--- config.mk ---
export PLATFORM = sky130hd
export DESIGN_NAME = hbsd_top
export DESIGN_NICKNAME = d
export VERILOG_FILES = /design/src/rtl/hbsd_shift_div.v /design/src/rtl/hbsd_top.v
export VERILOG_INCLUDE_DIRS = /design/src /design/src/rtl
export SDC_FILE = /design/constraint.sdc
export NUM_CORES = 1
export LEC_CHECK = 0
export BUFFER_PORTS_ARGS = -buffer_cell sky130_fd_sc_hd__buf_2
export CAP_MARGIN = 20
export CORE_MARGIN = 1
export CORE_UTILIZATION = 49
export CTS_CLUSTER_DIAMETER = 60
export DETAILED_ROUTE_END_ITERATION = 6
export PLACE_DENSITY = 0.75
export SKIP_CTS_REPAIR_TIMING = 1
export SLEW_MARGIN = 20
export SYNTH_ARGS = -nofsm -noshare
export SYNTH_HDL_FRONTEND = slang
export SYNTH_SLANG_ARGS = --single-unit
--- constraint.sdc ---
create_clock -name clk_sys_i -period 3.75 [get_ports clk_sys_i]
set_input_delay 0.1875 -clock clk_sys_i [delete_from_list [all_inputs] [get_ports clk_sys_i]]
set_output_delay 0.1875 -clock clk_sys_i [all_outputs]
set_load 0.01 [all_outputs]
--- src/rtl/hbsd_defines.vh ---
// Constants for the host bus strap decode block
`ifndef HBSD_DEFINES_VH
`define HBSD_DEFINES_VH

// Bus-select strap codes
`define HBSD_BUS_GENERIC   2'h0
`define HBSD_BUS_RESERVED  2'h1
`define HBSD_BUS_ENABLE_RW 2'h2
`define HBSD_BUS_ADDR_STB  2'h3

// Shift-ratio strap codes
`define HBSD_RATIO_X1      2'h0
`define HBSD_RATIO_X2      2'h1
`define HBSD_RATIO_X4      2'h2
`define HBSD_RATIO_RSVD    2'h3

// Colour depth codes (bits 1-0 of the colour depth register)
`define HBSD_DEPTH_1BPP    2'h0
`define HBSD_DEPTH_2BPP    2'h1
`define HBSD_DEPTH_4BPP    2'h2
`define HBSD_DEPTH_RSVD    2'h3

// Smallest shift clock ratio (4:1) and divider width
`define HBSD_BASE_RATIO    7'h04
`define HBSD_DIV_W         7

// Panel type bit 0: STN or TFT
`define HBSD_PANEL_TFT     1'h1

// Cycles after reset release before straps are captured
`define HBSD_SETTLE_CYC    2'h3

// Cycles from strobe to acknowledge
`define HBSD_ACK_CYC       4'h3

// Synchroniser reset: bus strobes idle high
`define HBSD_SYNC_RST      32'h000000F0

`endif

--- src/rtl/hbsd_shift_div.v ---
// Panel shift clock divider with a programmable ratio
`timescale 1ns/1ps
`default_nettype none
`include "hbsd_defines.vh"

module hbsd_shift_div #(
  parameter DIV_W = `HBSD_DIV_W
) (
  input  wire             clk_sys_i,
  input  wire             rst_i,
  input  wire             enable_i,
  input  wire [DIV_W-1:0] ratio_i,
  output reg              shift_clk_o
);

  reg [DIV_W-1:0] cnt_q;
  wire [DIV_W-1:0] half_w;

  assign half_w = {1'b0, ratio_i[DIV_W-1:1]};

  // ============================================================
  // Divide input clock by the ratio, 50 percent duty
  always @(posedge clk_sys_i or posedge rst_i) begin
    if (rst_i) begin
      cnt_q       <= {DIV_W{1'b0}};
      shift_clk_o <= 1'b0;
    end else if (!enable_i) begin
      cnt_q       <= {DIV_W{1'b0}};
      shift_clk_o <= 1'b0;
    end else if (cnt_q >= half_w - 1'b1) begin
      cnt_q       <= {DIV_W{1'b0}};
      shift_clk_o <= ~shift_clk_o;
    end else begin
      cnt_q <= cnt_q + 1'b1;
    end
  end

endmodule
`default_nettype wire

--- src/rtl/hbsd_top.v ---
// Strap decode, host bus front end and shift clock generation
//Contract
// - Addressing strap high selects indirect mode with one address line and eight data lines.
// - Addressing strap low selects direct mode with sixteen address lines and eight data lines.
// - Bus-select 00 is the generic strobe bus, 01 reserved, 10 enable plus read/write, 11 address/data strobe.
// - At one bit per pixel the ratio straps give 4:1, 8:1, 16:1, with 11 reserved.
// - At two bits per pixel the ratio straps give 8:1, 16:1, 32:1, with 11 reserved.
// - At four bits per pixel the ratio straps give 16:1, 32:1, 64:1, with 11 reserved.
// - In the address-strobe bus the wait pin acts as a transfer acknowledge.
// - The panel shift clock is the input clock divided by the strap-selected ratio.
// - Panel type bit 0 selects STN when 0 and TFT when 1.
`timescale 1ns/1ps
`default_nettype none
`include "hbsd_defines.vh"

module hbsd_top #(
  parameter DIV_W = `HBSD_DIV_W
) (
  input  wire             clk_sys_i,
  input  wire             rst_i,
  input  wire             addr_mode_strap_i,
  input  wire [1:0]       bus_select_straps_i,
  input  wire [1:0]       shift_ratio_straps_i,
  input  wire [1:0]       color_depth_i,
  input  wire             panel_type_i,
  input  wire [15:0]      host_addr_i,
  input  wire [7:0]       host_data_i,
  output reg  [7:0]       host_data_o,
  output reg              host_data_oe_o,
  input  wire             host_cs_n_i,
  input  wire             address_strobe_n_i,
  input  wire             host_rd_n_i,
  input  wire             host_wr_n_i,
  output reg              transfer_ack_n_o,
  output reg              transfer_ack_oe_o,
  output reg  [15:0]      reg_addr_o,
  output reg  [7:0]       reg_wdata_o,
  output reg              reg_wr_o,
  output reg              reg_rd_o,
  input  wire [7:0]       reg_rdata_i,
  output reg              cfg_ready_o,
  output reg              cfg_invalid_o,
  output reg              cfg_tft_ratio_bad_o,
  output reg              indirect_mode_o,
  output reg  [1:0]       bus_mode_o,
  output reg              panel_tft_o,
  output reg  [DIV_W-1:0] shift_ratio_o,
  output wire             panel_shift_clock_o
);

  localparam ST_IDLE = 2'b00;
  localparam ST_BUSY = 2'b01;
  localparam ST_DONE = 2'b10;

  // ============================================================
  // Two-flop synchronisers for host bus pins and the addressing and bus-select straps
  reg [31:0] sync1_q;
  reg [31:0] sync2_q;
  wire [31:0] pins_w;

  assign pins_w = {host_addr_i, host_data_i, host_cs_n_i, address_strobe_n_i,
                   host_rd_n_i, host_wr_n_i, addr_mode_strap_i, bus_select_straps_i,
                   1'b0};

  always @(posedge clk_sys_i or posedge rst_i) begin
    if (rst_i) begin
      sync1_q <= `HBSD_SYNC_RST;
      sync2_q <= `HBSD_SYNC_RST;
    end else begin
      sync1_q <= pins_w;
      sync2_q <= sync1_q;
    end
  end

  wire [15:0] s_addr  = sync2_q[31:16];
  wire [7:0]  s_data  = sync2_q[15:8];
  wire        s_cs_n  = sync2_q[7];
  wire        s_as_n  = sync2_q[6];
  wire        s_rd_n  = sync2_q[5];
  wire        s_wr_n  = sync2_q[4];
  wire        s_amode = sync2_q[3];
  wire [1:0]  s_bus   = sync2_q[2:1];

  // Ratio straps through their own pair
  reg [1:0] ratio_s1_q;
  reg [1:0] ratio_s2_q;

  always @(posedge clk_sys_i or posedge rst_i) begin
    if (rst_i) begin
      ratio_s1_q <= 2'h0;
      ratio_s2_q <= 2'h0;
    end else begin
      ratio_s1_q <= shift_ratio_straps_i;
      ratio_s2_q <= ratio_s1_q;
    end
  end

  // ============================================================
  // Ratio lookup
  function [DIV_W-1:0] ratio_of;
    input [1:0] code;
    input [1:0] depth;
    reg   [DIV_W-1:0] base;
    begin
      base = `HBSD_BASE_RATIO << code;
      ratio_of = base << depth;
    end
  endfunction

  // ============================================================
  // Strap capture after reset release
  reg [1:0] settle_q;
  reg       amode_q;
  reg [1:0] bus_q;
  reg [1:0] ratio_q;

  always @(posedge clk_sys_i or posedge rst_i) begin
    if (rst_i) begin
      settle_q    <= 2'h0;
      cfg_ready_o <= 1'b0;
      amode_q     <= 1'b0;
      bus_q       <= `HBSD_BUS_GENERIC;
      ratio_q     <= `HBSD_RATIO_X1;
    end else if (!cfg_ready_o) begin
      if (settle_q == `HBSD_SETTLE_CYC) begin
        cfg_ready_o <= 1'b1;
        amode_q     <= s_amode;
        bus_q       <= s_bus;
        ratio_q     <= ratio_s2_q;
      end else begin
        settle_q <= settle_q + 2'h1;
      end
    end
  end

  // ============================================================
  // Decoded configuration outputs
  reg         invalid_d;
  reg [DIV_W-1:0] ratio_d;

  always @* begin
    ratio_d = ratio_of(ratio_q, color_depth_i);
    invalid_d = (bus_q == `HBSD_BUS_RESERVED) ||
                (ratio_q == `HBSD_RATIO_RSVD) ||
                (color_depth_i == `HBSD_DEPTH_RSVD) ||
                ((bus_q == `HBSD_BUS_ENABLE_RW) && !amode_q);
  end

  always @(posedge clk_sys_i or posedge rst_i) begin
    if (rst_i) begin
      cfg_invalid_o       <= 1'b0;
      cfg_tft_ratio_bad_o <= 1'b0;
      indirect_mode_o     <= 1'b0;
      bus_mode_o          <= `HBSD_BUS_GENERIC;
      panel_tft_o         <= 1'b0;
      shift_ratio_o       <= `HBSD_BASE_RATIO;
    end else begin
      cfg_invalid_o   <= cfg_ready_o & invalid_d;
      indirect_mode_o <= amode_q;
      bus_mode_o      <= bus_q;
      panel_tft_o     <= (panel_type_i == `HBSD_PANEL_TFT);
      cfg_tft_ratio_bad_o <= cfg_ready_o & (panel_type_i == `HBSD_PANEL_TFT) &
                             (ratio_q != `HBSD_RATIO_X1);
      shift_ratio_o   <= ratio_d;
    end
  end

  // ============================================================
  // Panel shift clock
  // divided from the input clock
  hbsd_shift_div #(
    .DIV_W (DIV_W)
  ) u_div (
    .clk_sys_i   (clk_sys_i),
    .rst_i       (rst_i),
    .enable_i    (cfg_ready_o & ~cfg_invalid_o),
    .ratio_i     (shift_ratio_o),
    .shift_clk_o (panel_shift_clock_o)
  );

  // ============================================================
  // Host bus strobe decode per protocol
  reg strobe_w;
  reg read_w;

  always @* begin
    strobe_w = 1'b0;
    read_w   = 1'b0;
    case (bus_q)
      `HBSD_BUS_GENERIC: begin
        strobe_w = ~s_cs_n & (~s_rd_n | ~s_wr_n);
        read_w   = ~s_rd_n;
      end
      `HBSD_BUS_ENABLE_RW: begin
        strobe_w = ~s_cs_n & s_rd_n;
        read_w   = s_wr_n;
      end
      `HBSD_BUS_ADDR_STB: begin
        strobe_w = ~s_cs_n & ~s_as_n & ~s_rd_n;
        read_w   = s_wr_n;
      end
      default: begin
        strobe_w = 1'b0;
        read_w   = 1'b0;
      end
    endcase
    strobe_w = strobe_w & cfg_ready_o & ~invalid_d;
  end

  // ============================================================
  // Access sequencer
  reg [1:0] state_q;
  reg [3:0] cnt_q;
  reg       is_read_q;

  always @(posedge clk_sys_i or posedge rst_i) begin
    if (rst_i) begin
      state_q           <= ST_IDLE;
      cnt_q             <= 4'h0;
      is_read_q         <= 1'b0;
      reg_addr_o        <= 16'h0000;
      reg_wdata_o       <= 8'h00;
      reg_wr_o          <= 1'b0;
      reg_rd_o          <= 1'b0;
      host_data_o       <= 8'h00;
      host_data_oe_o    <= 1'b0;
      transfer_ack_n_o  <= 1'b1;
      transfer_ack_oe_o <= 1'b0;
    end else begin
      reg_wr_o <= 1'b0;
      reg_rd_o <= 1'b0;
      case (state_q)
        ST_IDLE: begin
          transfer_ack_n_o  <= 1'b1;
          transfer_ack_oe_o <= 1'b0;
          host_data_oe_o    <= 1'b0;
          if (strobe_w) begin
            state_q   <= ST_BUSY;
            cnt_q     <= 4'h0;
            is_read_q <= read_w;
            reg_addr_o <= amode_q ? {15'h0000, s_addr[0]} : s_addr;
            reg_wdata_o <= s_data;
            reg_rd_o   <= read_w;
            // Generic wait held low while busy
            transfer_ack_oe_o <= (bus_q == `HBSD_BUS_GENERIC);
            transfer_ack_n_o  <= 1'b0;
          end
        end
        ST_BUSY: begin
          if (!strobe_w) begin
            state_q <= ST_IDLE;
          end else if (cnt_q == `HBSD_ACK_CYC) begin
            state_q  <= ST_DONE;
            reg_wr_o <= ~is_read_q;
            host_data_o    <= reg_rdata_i;
            host_data_oe_o <= is_read_q;
            transfer_ack_oe_o <= (bus_q == `HBSD_BUS_GENERIC) ||
                                 (bus_q == `HBSD_BUS_ADDR_STB);
            transfer_ack_n_o  <= (bus_q == `HBSD_BUS_GENERIC);
          end else begin
            cnt_q <= cnt_q + 4'h1;
          end
        end
        ST_DONE: begin
          if (!strobe_w) begin
            state_q           <= ST_IDLE;
            host_data_oe_o    <= 1'b0;
            transfer_ack_n_o  <= 1'b1;
            transfer_ack_oe_o <= 1'b0;
          end
        end
        default: begin
          state_q <= ST_IDLE;
        end
      endcase
    end
  end

endmodule
`default_nettype wire

==> results of run 1 <==
worst max-delay path, delay by kind of cell (launching register included):
kind / cells / cell delay [ns]
AO/OA/AOI/OAI: 2 / 0.89
flip-flops: 1 / 0.55
multiplexers: 1 / 0.41
adder cells (fa/ha/maj): 2 / 0.40
XOR/XNOR: 1 / 0.16
AND/OR/NAND/NOR: 1 / 0.08
buffers and inverters: 1 / 0.05
flip-flops by register name, indices dropped and copies added (netlist names), 2 cells and up:
| name | flops |
|---|---|
| reg_addr_o | 16 |
| host_data_o | 8 |
| bus_q | 2 |
| ratio_of.code | 2 |
| state_q | 2 |
| u_div.cnt_q | 7 |
| reg_wdata_o | 8 |
| ratio_s1_q | 2 |
| sync1_q | 31 |
| bus_mode_o | 2 |
| ratio_s2_q | 2 |
| cnt_q | 4 |
| shift_ratio_o | 5 |
| settle_q | 2 |
| sync2_q | 31 |
synthesized netlist by cell type, types with 2 or more instances:
library cell  count  share of area
nor2b_1          16          0.020
inv_1            15          0.011
a211oi_1          2         0.0030
nor3b_1           2         0.0030
and2_1            2         0.0025
a21o_1            2         0.0030
a221o_1           5         0.0098
o22ai_1           3         0.0037
buf_6             3         0.0066
o21ai_0           6         0.0059
buf_4             3         0.0044
nor2_1           20          0.015
nand2_1          16          0.012
and3_1            8         0.0098
xor2_1            4         0.0069
nand3_1           5         0.0049
xnor2_1           7          0.012
dfrtp_1         127           0.63
a21oi_1           5         0.0049
clkbuf_1          3         0.0022
dfstp_2          10          0.052
or2_2             3         0.0037
mux2_2           38          0.084
ha_1             17          0.042
path summary, 6_finish.rpt:
| kind | from | to | slack [ns] | cells past startpoint |
|---|---|---|---|---|
| min in group asynchronous | rst_i | host_data_o[2] | 0.37 | 3 |
| worst min register to register | sync1_q[29] | sync2_q[29] | 0.35 | 0 |
| worst min-delay path | color_depth_i[0] | shift_ratio_o[4] | 0.04 | 3 |
| worst max register to register | shift_ratio_o[2] | u_div.shift_clk_o | 1.09 | 8 |
| max in group asynchronous | rst_i | sync1_q[4] | 2.43 | 4 |
| worst max-delay path | shift_ratio_o[2] | u_div.shift_clk_o | 1.09 | 8 |
through the flow:
stage | area [sq um] | instances | hold WS (ns) | setup WS [ns] | util
6_report | 6723 | 647 | 0.03868 | 1.085 | 0.6784
3_5_place_dp | 5700 | 570 | 0.2939 | 1.126 | 0.5753
2_1_floorplan | 5091 | 348 | 0.1920 | 1.357 | -
5_1_grt | 6723 | 647 | 0.02837 | 0.9470 | 0.6784
3_3_place_gp | 5700 | 570 | 0.2940 | 1.220 | 0.5753
4_1_cts | 6272 | 602 | -0.2628 | 1.068 | 0.6330
report_power, final:
| part | switching, mW | leakage, nW | internal [mW] | total (mW) |
|---|---|---|---|---|
| Combinational | 0.328 | 1.32 | 0.328 | 0.656 |
| Sequential | 0.107 | 1.66 | 1.67 | 1.78 |
| Clock | 0.622 | 0.268 | 0.942 | 1.56 |
| Total | 1.06 | 3.25 | 2.94 | 4.00 |
area by class of cell:
type | count | share of cell area
clock inverters | 11 | 0.01675
well taps | 133 | 0.02475
flip-flops and latches | 137 | 0.5118
multi-input cells | 187 | 0.2265
clock buffers | 21 | 0.06830
inverters | 15 | 0.008934
repair buffers | 143 | 0.1429
cells by family after synthesis:
family / synth area share
AOI/OAI and AO/OA: 0.05563
xor gates and xnor gates: 0.01895
adders and majority gates: 0.04184
buffers and inverters: 0.02436
DFF: 0.6768
muxes: 0.08417
other: 0.0007377
and+or+nand+nor: 0.09747
layer usage:
metal	GRT usage	part of all wire	wire length, um	vias up
li1	-	-	-	1491
met1	0.2045	0.41	3784	1575
met2	0.2810	0.52	4838	78
met3	0.07143	0.053	488	16
met4	0.07449	0.014	125	0
met5	0	0	0	-
==> summary.md, run 1 <==
| Metric | Value |
|---|---|
| Outcome | finished, final reports clean |
| Htree depth | 4 |
| Type of the worst min-delay path | input pin to flop |
| Most frequent CP cell | ha_1 |
| Crit. End Element | flop |
| Final net count | 564 |
| DRC viols | 0 |
| Critical path startpoint category | flop |
| Ant diodes | 0 |
| Total chip power | 4.000 mW |
| Initial antenna violation count | 0 |
| DR iter-0 viols | 100 |
| Final Setup Violations | 0 |
| Final hold viol count | 0 |
| Register area share after synthesis | 0.6768 |
| Dpl hpwl | ~5.6 mm |
| Critical Path AT | 3.06 ns |
| Setup TNS | 0 ns |
| Commonest non-fill, non-tap cell in the layout | dfrtp_1 |
| Worst-case clock buffer depth | 2 |
| Worst-path fanout max | 8 |
| Async S/R FF share, synth | 1.000 |
| Largest net degree at the start of global routing | between 100 and 150 |
| I/O Pins | 98 |
| Global route overflow | 0 |
| CTS tree | done |
| Slowest-stage cell, CP | o31ai_1 |
| Share of cells above drive strength 1 | 0.3755 |
| CTS Buf Count | 17 |
| Slew HR | 0.3494 |
| Number of synthesized flops with an enable pin | 0 |
| Max cap viols | 0 |
| WP data required | 4.14 ns |
| Die footprint | between 10,000 and 15,000 sq um |
| FP Rows | 36 |
| Syn_area_per_cell | 14.65 sq um |
| Fillers | 726 |
| Die height | 103.9 um |
| Commonest non-fill, non-tap cells in the layout | 127 x dfrtp_1, 95 x buf_2, 45 x dlygate4sd3_1 |
| Worst path cell trace | inv_1, ha_1, nand2_1, xor2_1, ha_1, o211ai_1, o31ai_1, mux2_2 |
| Global-route wire length before repair | approximately 14 mm |
| Fmax achieved | between 300 and 400 MHz |
| Area delta synth->final | 32.24% |
| WL/cell | approximately 14 um |
| RSZ-0062 raised after global routing | false |
| Leak pwr | 3.249 nW |
| Die boundary width | 103.9 um |
| Vias post-DR | 3,160 |
| Port bufs | 95 |
| Initial Utilization | 0.5130 |
| CTS Root Cell | clkbuf_8 |
| Slowest stage delay, CP | ~0.8 ns |
| Multi-input logic area | 1523 sq um |
| Synth Cell Area | around 5100 sq um |
| Total Routing Usage GR | 0.1736 |
| Power per cell area | 595.0 nW/um^2 |
| CTS clk-pin slew, worst paths | 0.06 ns |
| Storage cell area | between 3000 and 4000 sq um |
| Pins over their slew limit | 0 |
| Vias per inst | 4.884 |
| Cell variety after synth | about 50 |
| Tmin final | 2.665 ns |
| Vias in the first global route | around 3,100 |
| Clk_skew | 0.009456 ns |
| Ys flop type | dfrtp_1 |
| Share of the clock period used by the worst path | 0.7106 |
| Peak VDD IR | ~0.57 mV |
| Gpl congestion | 0.7829 |
| #FFs+latches synth | 137 |
| Final ANT Viol Nets | 0 |
| Crit path kind | flop to flop |
| First-pass DRT Iterations | 4 |
| Slew at the pin closest to its max-slew limit | 0.9676 ns |
| Syn Inst Count | 347 |
| Skew-Pair Late Insertion Delay | 0.52 ns |
| Total wire length | around 9.2 mm |
| Core area | approximately 9900 sq um |
| Warning count from the yosys run | 0 |
| CTS sink count | 137 |
Note: power is estimated with default switching activity, not from simulation.
==> run 2, diff against run 1 <==
--- a/config.mk
+++ b/config.mk
@@ -6,13 +6,14 @@
 export SDC_FILE = /design/constraint.sdc
 export NUM_CORES = 1
 export LEC_CHECK = 0
+export ABC_AREA = 1
 export BUFFER_PORTS_ARGS = -buffer_cell sky130_fd_sc_hd__buf_2
 export CAP_MARGIN = 20
 export CORE_MARGIN = 1
-export CORE_UTILIZATION = 49
+export CORE_UTILIZATION = 54
 export CTS_CLUSTER_DIAMETER = 60
 export DETAILED_ROUTE_END_ITERATION = 6
-export PLACE_DENSITY = 0.75
+export PLACE_DENSITY = 0.78
 export SKIP_CTS_REPAIR_TIMING = 1
 export SLEW_MARGIN = 20
 export SYNTH_ARGS = -nofsm -noshare
==> constraint.sdc (replaced) <==
create_clock -name clk_sys_i -period 2.5 [get_ports clk_sys_i]
set_input_delay 0.125 -clock clk_sys_i [delete_from_list [all_inputs] [get_ports clk_sys_i]]
set_output_delay 0.125 -clock clk_sys_i [all_outputs]
set_load 0.01 [all_outputs]
==> run 2 against run 1 <==
First-iteration DRC count up 74%. Critical path depth up 3. Wire length up 4.9%. Core utilization up 5.0 points. The run now ends with DRC, hold timing left. Highest routed layer unchanged. Combinational power up 44%. Critical endpoint unchanged.
==> summary.md, run 2 <==
| Metric | Value |
|---|---|
| Total Routing Usage GR | 0.2024 |
| #FFs+latches synth | 137 |
| Most frequent cell after synthesis | nand2_1 |
| Syn_area_per_cell | 11.22 sq um |
| Fillers | 632 |
| Crit path kind | flop to flop |
| Hold slack | -0.005358 ns |
| RSZ-0062 raised after global routing | false |
| Worst-path fanout max | 9 |
| Critical Path AT | 2.58 ns |
| Skew-Pair Late Insertion Delay | roughly 0.5 ns |
| WL/cell | 13.23 um |
| Most frequent cells after synthesis | 130 x nand2_1, 127 x dfrtp_1, 31 x inv_1, 31 x nor2_1, 26 x nand3_1 |
| Type of the worst min-delay path | input pin to flop |
| Ys flop type | dfrtp_1 |
| Die footprint | 9825 sq um |
| Fmax achieved | 454.5 MHz |
| Top-area cell type share of the netlist area | 0.6239 |
| Slew HR | 0.5905 |
| Critical path startpoint category | flop |
| Peak VDD IR | 0.5639 mV |
| Number of synthesized flops with an enable pin | 0 |
| Ant diodes | 0 |
| Htree depth | 4 |
| Tmin final | 2.200 ns |
| Most area-hungry cell type in the Yosys netlist | dfrtp_1 |
| Die boundary width | around 100 um |
| Max cap viols | 0 |
| CTS clk-pin slew, worst paths | approximately 0.060 ns |
| WP data required | 2.88 ns |
| Final net count | 671 |
| Synth Cell Area | 5094 sq um |
| Vias per inst | 4.866 |
| Setup TNS | 0 ns |
| Global route overflow | 0 |
| Total chip power | between 5 and 6 mW |
| DR iter-0 viols | roughly 170 |
| Worst slack, placed | 0.3464 ns |
| Vias in the first global route | between 3,000 and 4,000 |
| FP Rows | 35 |
| Biggest registers after layout | sync1_q (31), sync2_q (31), reg_addr_o (16) |
| Commonest non-fill, non-tap cell in the layout | nand2_1 |
| Worst-case clock buffer depth | 2 |
| Commonest non-fill, non-tap cells in the layout | 130 x nand2_1, 127 x dfrtp_1, 95 x buf_2 |
| Total wire length | 9.688 mm |
| Area delta synth->final | 31.54% |
| Synth top area cells | dfrtp_1 62%, nand2_1 9.6%, dfstp_2 5.2% |
| Largest net degree at the start of global routing | 58 |
| Syn Inst Count | 454 |
| CTS Root Cell | clkbuf_8 |
| Global-route wire length before repair | around 15 mm |
| Clk_skew | 0.007285 ns |
| Final Non-Filler Cells | 732 |
| Failing checks | DRC, hold timing |
| Initial Utilization | 0.5539 |
| Cell variety after synth | 33 |
| Crit. End Element | flop |
| CTS sink count | 137 |
| Pins over their slew limit | 0 |
| Core area | slightly above 9000 sq um |
| Placed Instances | between 600 and 700 |
| CTS tree | done |
| Port bufs | 95 |
| Register area share after synthesis | 0.6755 |
| Final Setup Violations | 0 |
| Crit Reg-Reg Startpoint | shift_ratio_o[2] |
| R2R depth | 11 |
| Final Cell Area | 6700 sq um |
| First-pass DRT Iterations | 6 |
| Outcome | finished, violations left |
| Initial antenna violation count | 0 |
| R2R setup slack | between 0.2 and 0.3 ns |
| Worst hold start | color_depth_i[0] |
| Vias post-DR | 3,562 |
| Power per cell area | 877.2 nW/um^2 |
| Final ANT Viol Nets | 0 |
| Hold depth | 3 |
| DRC viols | 2 |
| Placement-stage cell area | 5695 sq um |
| Dpl hpwl | between 6 and 7 mm |
| Warning count from the yosys run | 0 |
| Final hold viol count | 1 |
| Hold EP | shift_ratio_o[6] |
| CTS Buf Count | 17 |
| Final setup margin | 0.2999 ns |
| R2r endpoint | u_div.shift_clk_o |
| Slew at the pin closest to its max-slew limit | around 0.61 ns |
| Die height | 99.12 um |
| Gpl congestion | 0.8406 |
| Share of cells above drive strength 1 | 0.2593 |
| Leak pwr | ~3.5 nW |
| Share of the clock period used by the worst path | 0.8800 |
| I/O Pins | 98 |
| Async S/R FF share, synth | 1.000 |
## run 2: changes by cell type in the layout (fill, tap and decap cells not counted), moves of 4 or more
cell     before  now
a221o_1       5    0
a21oi_1       5   10
inv_2         0    4
o21ai_1       0   17
nand2_1      16  130
xnor2_1       7    3
inv_1        14   30
nand3_1       5   26
mux2_2       38    0
nor2_1       20   31
nor2b_1      16    0
and3_1        8    0
## run 2: area by class of cell
class	count	area [sq um]	share of cell area
timing repair buffer	143	973.4	0.1453
sequential	137	3441	0.5135
clock inverter	15	140.1	0.02091
multi-input combinational	274	1458	0.2176
tap	111	138.9	0.02073
inverter	35	135.1	0.02017
clock buffer	17	414.1	0.06181
## run 2: worst max path at each step
stage	start	to	slack [ns]
final	shift_ratio_o[2]	u_div.shift_clk_o	0.30
after global routing	shift_ratio_o[2]	u_div.cnt_q[3]	0.12
after CTS	shift_ratio_o[2]	u_div.shift_clk_o	0.32
after detailed placement	shift_ratio_o[2]	u_div.shift_clk_o	0.35
after global placement	shift_ratio_o[2]	u_div.shift_clk_o	0.42
after floorplan	shift_ratio_o[2]	u_div.shift_clk_o	0.49
## run 2: critical path, stage by stage, from the launching register on
cell	delay, ns
dfstp_2	0.54
inv_1	0.05
ha_1	0.22
nand2_1	0.09
xor2_1	0.16
inv_1	0.07
ha_1	0.27
nand2_1	0.09
o21a_1	0.14
nand3_1	0.24
nand3_1	0.14
o21ai_0	0.08
## run 2: logic make-up (layout without fill, tap and decap cells)
logic type / after synthesis / after routing / share of synthesized area
and+or+nand+nor: 206 / 206 / 0.1862
DFF: 137 / 137 / 0.6755
buffers and inverters: 44 / 210 / 0.03905
AOI/OAI and AO/OA: 40 / 40 / 0.04127
adders and majority gates: 17 / 17 / 0.04176
xor gates and xnor gates: 9 / 9 / 0.01548
other: 1 / 2 / 0.0007362
## run 2: power breakdown
| group | leakage, nW | switching, mW | internal [mW] |
|---|---|---|---|
| logic | 1.56 | 0.561 | 0.382 |
| registers | 1.67 | 0.150 | 2.48 |
| clock network | 0.268 | 0.964 | 1.34 |
## run 2: metal layers
layer  vias to the layer above  GRT usage  part of all wire
li1                       1749          -                 -
met1                      1700     0.2625              0.43
met2                        96     0.3271              0.52
met3                        17    0.05762             0.043
met4                         0    0.07919             0.012
met5                         -          0                 0
## run 2: metrics by stage
step | util | hold WS (ns)
2_1_floorplan | - | 0.1295
5_1_grt | 0.7286 | 0.005855
4_1_cts | 0.6796 | -0.3091
3_3_place_gp | 0.6193 | 0.2175
3_5_place_dp | 0.6193 | 0.2318
6_report | 0.7286 | -0.005358
==> run 3, diff against run 2 <==
--- a/config.mk
+++ b/config.mk
@@ -13,6 +13,7 @@
 export CORE_UTILIZATION = 54
 export CTS_CLUSTER_DIAMETER = 60
 export DETAILED_ROUTE_END_ITERATION = 6
+export HOLD_SLACK_MARGIN = 0.03
 export PLACE_DENSITY = 0.78
 export SKIP_CTS_REPAIR_TIMING = 1
 export SLEW_MARGIN = 20
==> run 3 against run 2 <==
The flow finishes with violations (DRC). Fmax about the same. Via count decreased by 0.42%. Clock skew about the same. First-iteration DRC count increased by 16%. Register-to-register slack about the same. Wire length increased by 0.37%. Sequential share of layout area decreased by 0.077 points. Core utilization increased by 0.11 points. Clock power about the same. Die area unchanged. Highest routed layer unchanged.
==> summary.md, run 3 (synthesized netlist as in run 2, its figures left out) <==
| Metric | Value |
|---|---|
| DR iter-0 viols | 201 |
| Final Setup Violations | 0 |
| WL/cell | 13.27 um |
| CTS Root Cell | clkbuf_8 |
| Commonest non-fill, non-tap cell in the layout | nand2_1 |
| CTS sink count | ~140 |
| Vias per inst | between 4 and 5 |
| First-pass DRT Iterations | 6 |
| RSZ-0062 raised after global routing | false |
| Type of the worst min-delay path | input pin to asynchronous set/reset pin |
| Crit. End Element | flop |
| Tmin final | 2.200 ns |
| Share of the clock period used by the worst path | 0.8802 |
| Fmax achieved | 454.5 MHz |
| Biggest registers after layout | sync1_q (31), sync2_q (31), reg_addr_o (16) |
| Reg power frac | 0.448 |
| Vias in the first global route | 3,385 |
| Skew-Pair Late Insertion Delay | 0.50 ns |
| Power per cell area | a little under 900 nW/um^2 |
| Placed Instances | 655 |
| CTS Buf Count | 17 |
| Total wire length | 9.724 mm |
| Final net count | 672 |
| WP data required | 2.87 ns |
| Share of cells above drive strength 1 | 0.2588 |
| Worst-path fanout max | 9 |
| Dpl hpwl | slightly above 6 mm |
| Max cap viols | 0 |
| Slew at the pin closest to its max-slew limit | 0.6130 ns |
| Die footprint | between 9000 and 10,000 sq um |
| Core area | 9196 sq um |
| Final setup margin | 0.2996 ns |
| Ant diodes | 0 |
| Largest net degree at the start of global routing | 58 |
| Peak VDD IR | 0.5648 mV |
| Worst-case clock buffer depth | 2 |
| Final ANT Viol Nets | 0 |
| R2R setup slack | 0.30 ns |
| Port bufs | 95 |
| Setup TNS | 0 ns |
| Commonest non-fill, non-tap cells in the layout | 130 x nand2_1, 127 x dfrtp_1, 95 x buf_2 |
| Final hold viol count | 0 |
| R2R depth | 11 |
| Htree depth | 4 |
| Global route overflow | 0 |
| Switch Pwr | approximately 1.7 mW |
| Combinational Power Share | 0.161 |
| Worst slack, placed | between 0.3 and 0.4 ns |
| Internal Power | 4.205 mW |
| DRC viols | 2 |
| Failing checks | DRC |
| Critical Path AT | 2.57 ns |
| Final Non-Filler Cells | 733 |
| Clk_skew | 0.006950 ns |
| Leak pwr | 3.501 nW |
| Die height | slightly below 100 um |
| Total Routing Usage GR | 0.2024 |
| Die boundary width | 99.12 um |
| Vias post-DR | 3,547 |
| Gpl congestion | about 0.84 |
| Critical path startpoint category | flop |
| Final Util | 0.7297 |
| Initial antenna violation count | 0 |
| Initial Utilization | 0.5539 |
| CTS clk-pin slew, worst paths | 0.06 ns |
| Sw frac | 0.2845 |
| Area delta synth->final | 31.74% |
| FP Rows | 35 |
| CTS tree | done |
| Global-route wire length before repair | between 15 and 20 mm |
| I/O Pins | 98 |
| Outcome | finished, violations left |
| Slew HR | 0.5904 |
| Clock power frac | 0.391 |
| Crit path kind | flop to flop |
| Pins over their slew limit | 0 |
[run 3: cell count changes in the layout (fill, tap and decap cells not counted)]
| cell | change |
|---|---|
| dlygate4sd3_1 | +1 |
[run 3: per-layer routing]
layer  track usage  part of all wire  vias to the layer above
met5             0                 0                        -
met4       0.07919            0.0089                        0
met3       0.05762             0.043                       10
met2        0.3271              0.52                       93
met1        0.2625              0.43                     1695
li1              -                 -                     1749
[run 3: final cells by class]
class,count,area [sq um]
clock buffer,17,414.1
sequential,137,3441
multi-input combinational,274,1458
tap,111,138.9
fill,631,2486
clock inverter,15,140.1
timing repair buffer,144,983.4
inverter,35,135.1
[run 3: final timing paths]
path | end | startpoint
hold reg to reg | sync2_q[8] | sync1_q[8]
setup / recovery | u_div.shift_clk_o | shift_ratio_o[2]
hold / removal | reg_addr_o[5] | rst_i
setup reg to reg | u_div.shift_clk_o | shift_ratio_o[2]
min in group clk_sys_i | sync1_q[18] | host_addr_i[2]
max in group asynchronous | sync2_q[6] | rst_i
[run 3: power groups by stage]
stage                     Clock, mW  Sequential, mW  Combinational (mW)
after floorplan                   0            2.72               0.496
after global placement            0            2.65               0.846
after detailed placement          0            2.66               0.887
after CTS                      2.35            2.63               0.896
after global routing           2.44            2.66                1.05
final                          2.30            2.63               0.945
[run 3: critical path: stages (launching register included)]
cell and delay [ns]:
dfstp_2 0.54, inv_1 0.05, ha_1 0.22, nand2_1 0.09, xor2_1 0.16, inv_1 0.07
ha_1 0.27, nand2_1 0.09, o21a_1 0.14, nand3_1 0.24, nand3_1 0.14, o21ai_0 0.08
[run 3: per-stage QoR]
stage | cell area (sq um) | hold WS (ns) | total power, mW
after floorplan | 5101 | 0.1295 | 3.219
after global placement | 5695 | 0.2175 | 3.499
after detailed placement | 5695 | 0.2318 | 3.548
after CTS | 6250 | -0.3091 | 5.878
after global routing | 6710 | 0.2344 | 6.146
final | 6710 | 0.2353 | 5.876
